==> src/rtl/sse_defs.svh <==
`ifndef SSE_DEFS_SVH
`define SSE_DEFS_SVH

// ****************************************
// Register map of the control port
// ****************************************
`define SSE_ADDR_WIDTH   3
`define SSE_REG_WORK     3'h0
`define SSE_REG_STATUS   3'h1
`define SSE_REG_DIR_A    3'h2
`define SSE_REG_DIR_B    3'h3
`define SSE_REG_DIR_C    3'h4
`define SSE_REG_WATCHDOG 3'h5
`define SSE_REG_PRESCALE 3'h6

// ****************************************
// Status register bit positions
// ****************************************
`define SSE_BIT_CARRY     0
`define SSE_BIT_HALFCARRY 1
`define SSE_BIT_ZERO      2
`define SSE_BIT_POWERDOWN 3
`define SSE_BIT_TIMEOUT   4

// ****************************************
// Direction-load selectors
// ****************************************
`define SSE_DIR_SEL_A 7'h05
`define SSE_DIR_SEL_B 7'h06
`define SSE_DIR_SEL_C 7'h07

// ****************************************
// Reset and clear values
// ****************************************
`define SSE_DIR_RESET      8'hFF
`define SSE_WORK_RESET     8'h00
`define SSE_WATCHDOG_CLEAR 8'h00
`define SSE_PRESCALE_CLEAR 8'h00

`endif

==> src/rtl/sse_pkg.sv <==
// ****************************************
// Shared types of the execution slice
// ****************************************
package sse_pkg;

    // Decoded instruction selector
    typedef enum logic [2:0] {
        SSE_NO_OP                     = 3'b000,
        SSE_SUBTRACT_W_FROM_FILE_OP   = 3'b001,
        SSE_SUBTRACT_WITH_BORROW_OP   = 3'b010,
        SSE_SUBTRACT_FROM_LITERAL_OP  = 3'b011,
        SSE_NIBBLE_EXCHANGE_OP        = 3'b100,
        SSE_DIRECTION_LOAD_OP         = 3'b101,
        SSE_HALT_OP                   = 3'b110
    } sse_op_type;

    // Power state of the core
    typedef enum logic {
        SSE_RUN   = 1'b0,
        SSE_SLEEP = 1'b1
    } sse_power_type;

    // Complete state of the slice
    typedef struct packed {
        logic [7:0]    workReg;
        logic          carry;
        logic          halfCarry;
        logic          zero;
        logic          powerdownFlag;
        logic          timeoutFlag;
        sse_power_type power;
        logic [7:0]    watchdog;
        logic [7:0]    prescale;
        logic [7:0]    dirA;
        logic [7:0]    dirB;
        logic [7:0]    dirC;
        logic          fileWrite;
        logic [6:0]    fileWrAddr;
        logic [7:0]    fileWrData;
        logic [7:0]    readData;
    } sse_state_type;

endpackage

==> src/rtl/sse_exec.sv <==
// Functional notes
// - The halt instruction clears the power-down flag and sets the time-out flag.
// - The halt instruction zeroes the watchdog counter and its prescaler.
// - After halt the core sleeps with its main oscillator stopped.
// - Subtract-from-file gives file operand minus W, file addressed by a 7-bit field.
// - For subtract-from-file, destination 0 writes W and destination 1 writes the file.
// - Subtract-with-borrow gives file minus W minus the inverted carry.
// - For subtract-with-borrow, destination 0 writes W and destination 1 the file.
// - Subtract-from-literal gives the 8-bit immediate minus W, always into W.
// - The nibble exchange swaps the two halves of the file operand, flags untouched.
// - For the nibble exchange, destination 0 writes W and destination 1 the file.
// - Direction-load copies W to direction A, B or C for selector 5, 6 or 7, no flags.
//
// Added by the designer: the register offsets and the address-and-strobe port.
`include "sse_defs.svh"
`timescale 1ns/100ps
`default_nettype none

module sse_exec (
    // Clock, reset and enable
    input  wire logic                         clock,
    input  wire logic                         rst,
    input  wire logic                         clockEnable,
    // Decoded instruction
    input  wire logic                         execValid,
    input  wire sse_pkg::sse_op_type          opcode,
    input  wire logic [6:0]                   fileAddr,
    input  wire logic                         destSel,
    input  wire logic [7:0]                   literal,
    input  wire logic [7:0]                   fileData,
    output logic                              execReady,
    // File register write-back
    output logic                              fileWriteStrobe,
    output logic [6:0]                        fileWriteAddr,
    output logic [7:0]                        fileWriteData,
    // Power control
    input  wire logic                         wakeRequest,
    output logic                              sleepState,
    output logic                              oscillatorRun,
    output logic                              timeoutStatusFlag,
    output logic                              powerdownStatusFlag,
    // Core visible state
    output logic [7:0]                        workReg,
    output logic                              carryFlag,
    output logic                              halfCarryFlag,
    output logic                              zeroFlag,
    output logic [7:0]                        watchdogCounter,
    output logic [7:0]                        portADirection,
    output logic [7:0]                        portBDirection,
    output logic [7:0]                        portCDirection,
    // Register port
    input  wire logic [`SSE_ADDR_WIDTH-1:0]   regAddr,
    input  wire logic [7:0]                   regWriteData,
    input  wire logic                         regWrite,
    input  wire logic                         regRead,
    output logic [7:0]                        regReadData
);

    // ****************************************
    // State and reset value
    // ****************************************
    localparam sse_pkg::sse_state_type RESET_STATE = '{
        workReg:       `SSE_WORK_RESET,
        carry:         1'b0,
        halfCarry:     1'b0,
        zero:          1'b0,
        powerdownFlag: 1'b1,
        timeoutFlag:   1'b1,
        power:         sse_pkg::SSE_RUN,
        watchdog:      `SSE_WATCHDOG_CLEAR,
        prescale:      `SSE_PRESCALE_CLEAR,
        dirA:          `SSE_DIR_RESET,
        dirB:          `SSE_DIR_RESET,
        dirC:          `SSE_DIR_RESET,
        fileWrite:     1'b0,
        fileWrAddr:    7'h00,
        fileWrData:    8'h00,
        readData:      8'h00
    };

    sse_pkg::sse_state_type state;
    sse_pkg::sse_state_type next_state;

    // ****************************************
    // Arithmetic datapath
    // ****************************************
    logic       isLiteral;
    logic       isBorrow;
    logic [7:0] minuend;
    logic       carryIn;
    logic [8:0] subSum;
    logic [4:0] nibSum;
    logic [7:0] subResult;
    logic [7:0] swapped;
    logic       accepted;

    // Operand and borrow-in selection
    assign isLiteral = (opcode == sse_pkg::SSE_SUBTRACT_FROM_LITERAL_OP);
    assign isBorrow  = (opcode == sse_pkg::SSE_SUBTRACT_WITH_BORROW_OP);
    assign minuend   = isLiteral ? literal : fileData;
    assign carryIn   = isBorrow ? state.carry : 1'b1;

    // Subtract as add of inverted W plus carry-in
    assign subSum    = {1'b0, minuend} + {1'b0, ~state.workReg} + {8'h00, carryIn};
    assign nibSum    = {1'b0, minuend[3:0]} + {1'b0, ~state.workReg[3:0]}
                       + {4'h0, carryIn};
    assign subResult = subSum[7:0];
    assign swapped   = {fileData[3:0], fileData[7:4]};

    // Instructions are only taken while awake
    assign accepted  = execValid && (state.power == sse_pkg::SSE_RUN);

    // ****************************************
    // Next-state logic
    // ****************************************
    always_comb begin
        next_state           = state;
        next_state.fileWrite = 1'b0;
        next_state.readData  = 8'h00;

        // Watchdog prescaler runs in both power states
        next_state.prescale = state.prescale + 8'h01;
        if (&state.prescale) begin
            next_state.watchdog = state.watchdog + 8'h01;
        end

        // Register read, answered next cycle
        if (regRead) begin
            case (regAddr)
                `SSE_REG_WORK: begin
                    next_state.readData = state.workReg;
                end
                `SSE_REG_STATUS: begin
                    next_state.readData[`SSE_BIT_CARRY]     = state.carry;
                    next_state.readData[`SSE_BIT_HALFCARRY] = state.halfCarry;
                    next_state.readData[`SSE_BIT_ZERO]      = state.zero;
                    next_state.readData[`SSE_BIT_POWERDOWN] = state.powerdownFlag;
                    next_state.readData[`SSE_BIT_TIMEOUT]   = state.timeoutFlag;
                end
                `SSE_REG_DIR_A: begin
                    next_state.readData = state.dirA;
                end
                `SSE_REG_DIR_B: begin
                    next_state.readData = state.dirB;
                end
                `SSE_REG_DIR_C: begin
                    next_state.readData = state.dirC;
                end
                `SSE_REG_WATCHDOG: begin
                    next_state.readData = state.watchdog;
                end
                `SSE_REG_PRESCALE: begin
                    next_state.readData = state.prescale;
                end
                default: begin
                    next_state.readData = 8'h00;
                end
            endcase
        end

        // Register write; power flags are read only
        if (regWrite) begin
            case (regAddr)
                `SSE_REG_WORK: begin
                    next_state.workReg = regWriteData;
                end
                `SSE_REG_STATUS: begin
                    next_state.carry     = regWriteData[`SSE_BIT_CARRY];
                    next_state.halfCarry = regWriteData[`SSE_BIT_HALFCARRY];
                    next_state.zero      = regWriteData[`SSE_BIT_ZERO];
                end
                `SSE_REG_DIR_A: begin
                    next_state.dirA = regWriteData;
                end
                `SSE_REG_DIR_B: begin
                    next_state.dirB = regWriteData;
                end
                `SSE_REG_DIR_C: begin
                    next_state.dirC = regWriteData;
                end
                default: begin
                    next_state.readData = next_state.readData;
                end
            endcase
        end

        // Instruction execution overrides a same-cycle register write
        if (accepted) begin
            case (opcode)
                sse_pkg::SSE_HALT_OP: begin
                    next_state.powerdownFlag = 1'b0;
                    next_state.timeoutFlag   = 1'b1;
                    next_state.watchdog      = `SSE_WATCHDOG_CLEAR;
                    next_state.prescale      = `SSE_PRESCALE_CLEAR;
                    next_state.power         = sse_pkg::SSE_SLEEP;
                end
                sse_pkg::SSE_SUBTRACT_W_FROM_FILE_OP,
                sse_pkg::SSE_SUBTRACT_WITH_BORROW_OP: begin
                    next_state.carry     = subSum[8];
                    next_state.halfCarry = nibSum[4];
                    next_state.zero      = (subResult == 8'h00);
                    if (destSel) begin
                        next_state.fileWrite  = 1'b1;
                        next_state.fileWrAddr = fileAddr;
                        next_state.fileWrData = subResult;
                    end else begin
                        next_state.workReg = subResult;
                    end
                end
                sse_pkg::SSE_SUBTRACT_FROM_LITERAL_OP: begin
                    next_state.carry     = subSum[8];
                    next_state.halfCarry = nibSum[4];
                    next_state.zero      = (subResult == 8'h00);
                    next_state.workReg   = subResult;
                end
                sse_pkg::SSE_NIBBLE_EXCHANGE_OP: begin
                    if (destSel) begin
                        next_state.fileWrite  = 1'b1;
                        next_state.fileWrAddr = fileAddr;
                        next_state.fileWrData = swapped;
                    end else begin
                        next_state.workReg = swapped;
                    end
                end
                sse_pkg::SSE_DIRECTION_LOAD_OP: begin
                    case (fileAddr)
                        `SSE_DIR_SEL_A: begin
                            next_state.dirA = state.workReg;
                        end
                        `SSE_DIR_SEL_B: begin
                            next_state.dirB = state.workReg;
                        end
                        `SSE_DIR_SEL_C: begin
                            next_state.dirC = state.workReg;
                        end
                        default: begin
                            next_state.dirA = state.dirA;
                        end
                    endcase
                end
                default: begin
                    next_state.power = state.power;
                end
            endcase
        end else if ((state.power == sse_pkg::SSE_SLEEP) && wakeRequest) begin
            // Wake restarts the oscillator, flags kept
            next_state.power = sse_pkg::SSE_RUN;
        end
    end

    // ****************************************
    // State register
    // ****************************************
    always_ff @(posedge clock or posedge rst) begin
        if (rst) begin
            state <= RESET_STATE;
        end else if (clockEnable) begin
            state <= next_state;
        end
    end

    // Output mapping
    assign execReady           = (state.power == sse_pkg::SSE_RUN);
    assign sleepState          = (state.power == sse_pkg::SSE_SLEEP);
    assign oscillatorRun       = (state.power == sse_pkg::SSE_RUN);
    assign fileWriteStrobe     = state.fileWrite;
    assign fileWriteAddr       = state.fileWrAddr;
    assign fileWriteData       = state.fileWrData;
    assign timeoutStatusFlag   = state.timeoutFlag;
    assign powerdownStatusFlag = state.powerdownFlag;
    assign workReg             = state.workReg;
    assign carryFlag           = state.carry;
    assign halfCarryFlag       = state.halfCarry;
    assign zeroFlag            = state.zero;
    assign watchdogCounter     = state.watchdog;
    assign portADirection      = state.dirA;
    assign portBDirection      = state.dirB;
    assign portCDirection      = state.dirC;
    assign regReadData         = state.readData;

    // ****************************************
    // Checks
    // ****************************************
    logic takeNow;
    assign takeNow = clockEnable && accepted;

    // Halt flags
    halt_flags_a: assert property (@(posedge clock) disable iff (rst)
        takeNow && opcode == sse_pkg::SSE_HALT_OP
        |=> !powerdownStatusFlag && timeoutStatusFlag)
        else $error("halt did not update power flags");

    // Halt watchdog clear
    watchdog_clear_a: assert property (@(posedge clock) disable iff (rst)
        takeNow && opcode == sse_pkg::SSE_HALT_OP
        |=> watchdogCounter == 8'h00 && state.prescale == 8'h00)
        else $error("halt did not clear watchdog");

    // Halt enters sleep on the next cycle, oscillator stopped and not ready
    sleep_entry_a: assert property (@(posedge clock) disable iff (rst)
        takeNow && opcode == sse_pkg::SSE_HALT_OP
        |=> sleepState && !oscillatorRun && !execReady)
        else $error("halt did not enter sleep");

    // Subtract from file
    sub_file_a: assert property (@(posedge clock) disable iff (rst)
        takeNow && opcode == sse_pkg::SSE_SUBTRACT_W_FROM_FILE_OP
        |=> ($past(destSel)
            ? (fileWriteStrobe && fileWriteAddr == $past(fileAddr)
               && fileWriteData == 8'($past(fileData) - $past(workReg)))
            : (!fileWriteStrobe && workReg == 8'($past(fileData) - $past(workReg)))))
        else $error("subtract from file result wrong");

    // Subtract with borrow
    sub_borrow_a: assert property (@(posedge clock) disable iff (rst)
        takeNow && opcode == sse_pkg::SSE_SUBTRACT_WITH_BORROW_OP && !destSel
        |=> workReg == 8'($past(fileData) - $past(workReg) - {7'h00, !$past(carryFlag)}))
        else $error("subtract with borrow result wrong");

    // Subtract with borrow to file
    borrow_dest_a: assert property (@(posedge clock) disable iff (rst)
        takeNow && opcode == sse_pkg::SSE_SUBTRACT_WITH_BORROW_OP && destSel
        |=> fileWriteStrobe && $stable(workReg))
        else $error("subtract with borrow destination wrong");

    // Subtract from literal
    sub_literal_a: assert property (@(posedge clock) disable iff (rst)
        takeNow && opcode == sse_pkg::SSE_SUBTRACT_FROM_LITERAL_OP
        |=> !fileWriteStrobe && workReg == 8'($past(literal) - $past(workReg)))
        else $error("subtract from literal result wrong");

    // Carry and zero after subtract from file
    sub_flags_a: assert property (@(posedge clock) disable iff (rst)
        takeNow && opcode == sse_pkg::SSE_SUBTRACT_W_FROM_FILE_OP
        |=> carryFlag == ($past(workReg) <= $past(fileData))
            && halfCarryFlag == ($past(workReg[3:0]) <= $past(fileData[3:0]))
            && zeroFlag == ($past(workReg) == $past(fileData)))
        else $error("subtract flags wrong");

    // Nibble exchange keeps flags
    swap_flags_a: assert property (@(posedge clock) disable iff (rst)
        takeNow && opcode == sse_pkg::SSE_NIBBLE_EXCHANGE_OP && !regWrite
        |=> $stable(carryFlag) && $stable(halfCarryFlag) && $stable(zeroFlag))
        else $error("nibble exchange changed flags");

    // Nibble exchange destination
    swap_dest_a: assert property (@(posedge clock) disable iff (rst)
        takeNow && opcode == sse_pkg::SSE_NIBBLE_EXCHANGE_OP && destSel
        |=> fileWriteStrobe && fileWriteData == {$past(fileData[3:0]), $past(fileData[7:4])})
        else $error("nibble exchange result wrong");

    // Direction load to port B
    dir_load_a: assert property (@(posedge clock) disable iff (rst)
        takeNow && opcode == sse_pkg::SSE_DIRECTION_LOAD_OP && fileAddr == `SSE_DIR_SEL_B
        |=> portBDirection == $past(workReg) && $stable(portADirection))
        else $error("direction load wrong");

    // Bad selector holds directions
    dir_hold_a: assert property (@(posedge clock) disable iff (rst)
        takeNow && opcode == sse_pkg::SSE_DIRECTION_LOAD_OP && !regWrite
        && (fileAddr < `SSE_DIR_SEL_A || fileAddr > `SSE_DIR_SEL_C)
        |=> $stable(portADirection) && $stable(portBDirection) && $stable(portCDirection))
        else $error("bad selector changed directions");

endmodule

`default_nettype wire

==> config.mk <==
export PLATFORM = sky130hd
export DESIGN_NAME = sse_exec
export DESIGN_NICKNAME = d
export VERILOG_FILES = /design/src/rtl/sse_pkg.sv /design/src/rtl/sse_exec.sv
export VERILOG_INCLUDE_DIRS = /design/src /design/src/rtl
export SDC_FILE = /design/constraint.sdc
export NUM_CORES = 1
export LEC_CHECK = 0
export BUFFER_PORTS_ARGS = -buffer_cell sky130_fd_sc_hd__buf_2
export CAP_MARGIN = 20
export CORE_ASPECT_RATIO = 1.5
export CORE_MARGIN = 4
export CORE_UTILIZATION = 59
export CTS_CLUSTER_SIZE = 28
export DETAILED_ROUTE_END_ITERATION = 16
export HOLD_SLACK_MARGIN = 0.1
export PLACE_DENSITY = 0.86
export SLEW_MARGIN = 20
export SYNTH_ARGS = -nofsm -noshare
export SYNTH_HDL_FRONTEND = slang
export SYNTH_SLANG_ARGS = --single-unit
export TNS_END_PERCENT = 1
==> constraint.sdc <==
create_clock -name clock -period 6.65 [get_ports clock]
set_input_delay 1.33 -clock clock [delete_from_list [all_inputs] [get_ports clock]]
set_output_delay 1.33 -clock clock [all_outputs]
set_load 0.005 [all_outputs]
; ---- Word level (Yosys, flattened, before mapping)
; Cells that the tools add are included.
[classes]
magnitude_cmp = 0
n_eq_ne = 19
mux = 31
mul = 0
add_sub_neg = 6
n_reduce_logical = 14
div_mod_pow = 0
n_shift = 0
bitwise = 3
[ops]
columns = op, n
row1 = $mux 8, 11
row2 = $mux 56, 1
row3 = $mux 16, 3
row4 = $mux 24, 2
row5 = $pmux 5 s7, 1
row6 = $pmux 16 s2, 1
row7 = $pmux 8 s3, 1
row8 = $eq 7x3->1 const B, 3
row9 = $eq 3x3->1 const B, 6
row10 = $pmux 3 s6, 1
row11 = $add 8x1->8 const B, 2
row12 = $pmux 8 s2, 1
row13 = $mux 13, 1
row14 = $eq 3x2->1 const B, 4
row15 = $mux 11, 1
row16 = $add 8x8->9, 1
row17 = $add 9x1->9, 1
row18 = $logic_not 8->1, 1
row19 = $not 8->8, 1
row20 = $reduce_and 8->1, 1
row21 = $eq 3x1->1 const B, 2
row22 = $mux 3, 2
row23 = $reduce_and 3->1, 2
row24 = $add 4x4->5, 1
row25 = other kinds (15), 22
[totals]
romBits = 0
mem_count = 0
out_inout_bits = 72
mem_bits_rw = 0
register_bits = 77
latchBits = 0
elab_cells = 88

; ---- Depth between registers and ports, before layout
[depth]
depth_word = 7
ltp_mapped = 15

; ---- Worst setup path after synthesis
; Ideal clock, no wire load.
[synth_timing]
path_type = input -> register
from = input opcode[2]
to = register state, in the netlist zeroFlag
required_ns = 6.586
t_arrival_ns = 4.025
stages = 15
setup_ns = 0.064
path_slack_ns = 2.561
n_path_buf = 2
path_cell_list = buf_2 -> or2_2 -> buf_2 -> clkinv_1 -> nand2_1 -> nand2_1 -> fa_1 -> inv_1 -> fa_1 -> nand2b_1 -> a21oi_1 -> xor2_1 -> or4_1 -> nor4_2 -> a21o_1
[synth_between]
elab_chain_len = 7
elab_cells_between_ends = 11
classes_between = add/sub (2) / eq/ne (3) / mux (4) / reduce/logical (2)
[synth_lines]
columns = element, line_no
row1 = "start, declared", sse_exec.sv:26  ; input wire sse_pkg::sse_op_type opcode,
row2 = $eq 3x2->1, "sse_exec.sv:98, sse_exec.sv:189"
row3 = $mux 8, sse_exec.sv:100  ; assign minuend = isLiteral ? literal : fileData;
row4 = $add 8x8->9, sse_exec.sv:104  ; assign subSum = {1'b0, minuend} + {1'b0, ~state.workReg} + {8'h00, carryIn};
row5 = $add 9x1->9, sse_exec.sv:104
row6 = $logic_not 8->1, "sse_exec.sv:201, sse_exec.sv:213"
row7 = $mux 3 *, --
row8 = $mux 13 *, sse_exec.sv:188  ; if (accepted) begin
row9 = "end signal, assigned", sse_exec.sv:258  ; state <= next_state;
row10 = "end, declared", sse_exec.sv:81  ; sse_pkg::sse_state_type state;
; Mark *: on every way between the ends. The rest lies on a longest branch, timed or not.
; A chain may end at the register's enable or synchronous reset.

; ---- Final worst setup path
; Same ends and word-level chain as after synthesis.

==> flow_summary.yaml <==
logic_synthesis:
  synth_edf_count: 0
  ys_types: 69
  netlist_area_um2: 5130
  synthesis.nets: 630
  avgSynthCellArea_um2: 8.94
  synthArstFlopShare_pct: 100
  ys_seq_area_share_pct: 38.2
  syn_inst: 574
  ys_seq_elements: 77
  synth_flop_cell: "dfrtp_1"
  yosys_warnings: 0
power:
  switching_share_pct: 33.4
  seq_power_share_pct: 40.5
  cellPowerDensity_nw_per_um2: 327
  leakage_uw: 0.00264
  power_uw: 1830
  combPwrFrac_pct: 29.1
  internal_power_uw: 1220
  irDropWorstVdd_mv: 0.193
  power.share.clock_pct: 30.4
  p_switching_uw: 612
sta:
  slew_headroom_pct: 35.8
  holdWs_ps: 485
  skew_ps: 2.97
  period_share_pct: 59.8
  clock.fmax_mhz: 252
  min_period_ps: 3980
  tightestPinTransition_ps: 964
  final.setup.tns_ps: 0
  hold_violations: 0
  setup_violations: 0
  rsz0062_at_grt: "false"
  slew_viol_final: 0
global_route:
  overflow: 0
  antenna_found_initial: 0
  grt_pass1_vias: 4479
  grt_pass1_wl_um: 22500
  grtUsageTotal_pct: 28.0
  grt_start_max_net_pins: 78
run_status:
  status: "finished clean"
worst_setup_path:
  worstPathRequired_ps: 6930
  reg2reg_from: "carryFlag"
  cp.arrival_ps: 4260
  crit_start: "opcode[2]"
  critical_path_class: "in -> reg"
  path_max_fanout: 16
  startpoint_type: "input port"
  endpoint_kind: "flop"
route:
  postRouteAntennaNets: 0
  drt_iter0_drc: 466
  routed_wl_um: 14300
  dr.pass1.iters: 5
  routed_via_density: 6.23
  dr_total_vias: 4514
  drcViolationCount: 0
  drt-wirelength-per-cell_um: 19.8
floorplan:
  initial_core_util_pct: 60.6
  ioPinCount: 117
  rows: 41
  die-area_um2: 10300
  die_h_um: 122
  fp.dieW_um: 84.2
  core_area_um2: 8460
placement:
  gp_congestion: 0.964
  hpwl_um: 10400
  placed_cells: 708
  io_buffers: 115
clocking:
  cts_tree: "yes"
  clockRootBuffer: "clkbuf_16"
  cts.sinks: 77
  clkTransAtPathRegs_ps: 60
  post_cts_buffers: 0
  cts_made_buffers: 9
  clk_latency_ps: 340
  htreeDepth: 3
  clockBufferDepth: 2
  cts_resized: 0
  hold_buffers: 0
layout:
  final_net_count: 668
  layout_commonest_cell: "buf_2"
  final_cell_mix: "115 x buf_2, 63 x nand2_1, 52 x dfrtp_1"
  post_layout_nonfiller_instances: 724
  num_antenna_cells: 0
  syn2layout_area_growth_pct: 9.14
  drive_gt1_share_pct: 29.5
  utilization_pct: 66.2
min_path:
  hp-start: "fileWriteData[0]"
  hold_path_class: "reg -> reg"
job:
  max_cap_violations: 0
## critical path, cell delays in order
cell      delay [ps]
buf_2            190
or2_2            410
clkinv_1         180
nand2_1           80
nand2_1           80
fa_1             210
inv_1             60
fa_1             400
nand2b_1         170
a21oi_1          200
xor2_1           130
or4_1            530
nor4_2           140
a21o_1           140
## logic make-up (layout without fill, tap and decap cells)
kind of cell | Yosys count | after routing | synth area share, %
buffers and inverters | 119 | 162 | 13.8
and+or+nand+nor | 163 | 163 | 15.7
other | 1 | 1 | 0.0731
AOI/OAI and AO/OA | 161 | 161 | 20.6
muxes | 24 | 24 | 5.66
adders and majority gates | 11 | 11 | 2.97
xor gates and xnor gates | 18 | 18 | 3.07
DFF | 77 | 77 | 38.2
## layout make-up
type                            count  area [µm²]
Clock buffer                       13         280
Clock inverter                      3        65.1
Fill cell                         674        2860
Inverter                           29         109
Multi-Input combinational cell    378        2460
Sequential cell                    77        1960
Tap cell                          107         134
Timing Repair Buffer              117         591
## final timing paths
path | endpoint | slack (ps) | cells past startpoint
worst max-delay path | zeroFlag | 2670 | 14
worst min register to register | fileWriteData[0] | 480 | 2
max in group asynchronous | workReg[5] | 4750 | 3
worst max register to register | zeroFlag | 3830 | 10
min in group asynchronous | state[53] | 1280 | 3
worst min-delay path | fileWriteData[0] | 480 | 2
## flip-flops by register name, indices dropped and copies added, names as in the netlist, 8 cells and up
register,cells
fileWriteData,8
portADirection,8
portBDirection,8
portCDirection,8
regReadData,8
state,8
watchdogCounter,8
workReg,8
## power groups by stage
stage	clock, µW	combinational [µW]	sequential, µW
global route	584	592	755
detailed placement	0	530	738
finish	556	534	742
floorplan	0	457	692
global placement	0	515	736
CTS	564	536	734
## cell usage after synthesis, types with 11 or more instances
master	n	area, µm²
a22oi_1	27	203
dfrtp_1	52	1300
inv_1	27	101
o22ai_1	23	144
buf_4	66	495
buf_2	11	55.1
nand2_1	63	236
mux2i_1	11	110
a21oi_1	20	100
dfstp_2	25	657
nand3_1	17	85.1
o21ai_0	20	100
nor2_1	33	124
o21ai_1	27	135
## metal layers
metal  global-route usage, %  up-vias  wire length (µm)
li1                        -     2051                 -
met1                    30.8     2145              5130
met2                    48.0      247              7280
met3                    7.79       71              1120
met4                    17.0        0               815
met5                       0        -                 0
## stage by stage
step	setup WS, ps	instance area (µm²)
floorplan	2560	5130
global placement	2410	5260
detailed placement	2350	5260
CTS	2690	5600
global route	2490	5600
finish	2670	5600
Note: power is estimated with default switching activity, not from simulation.
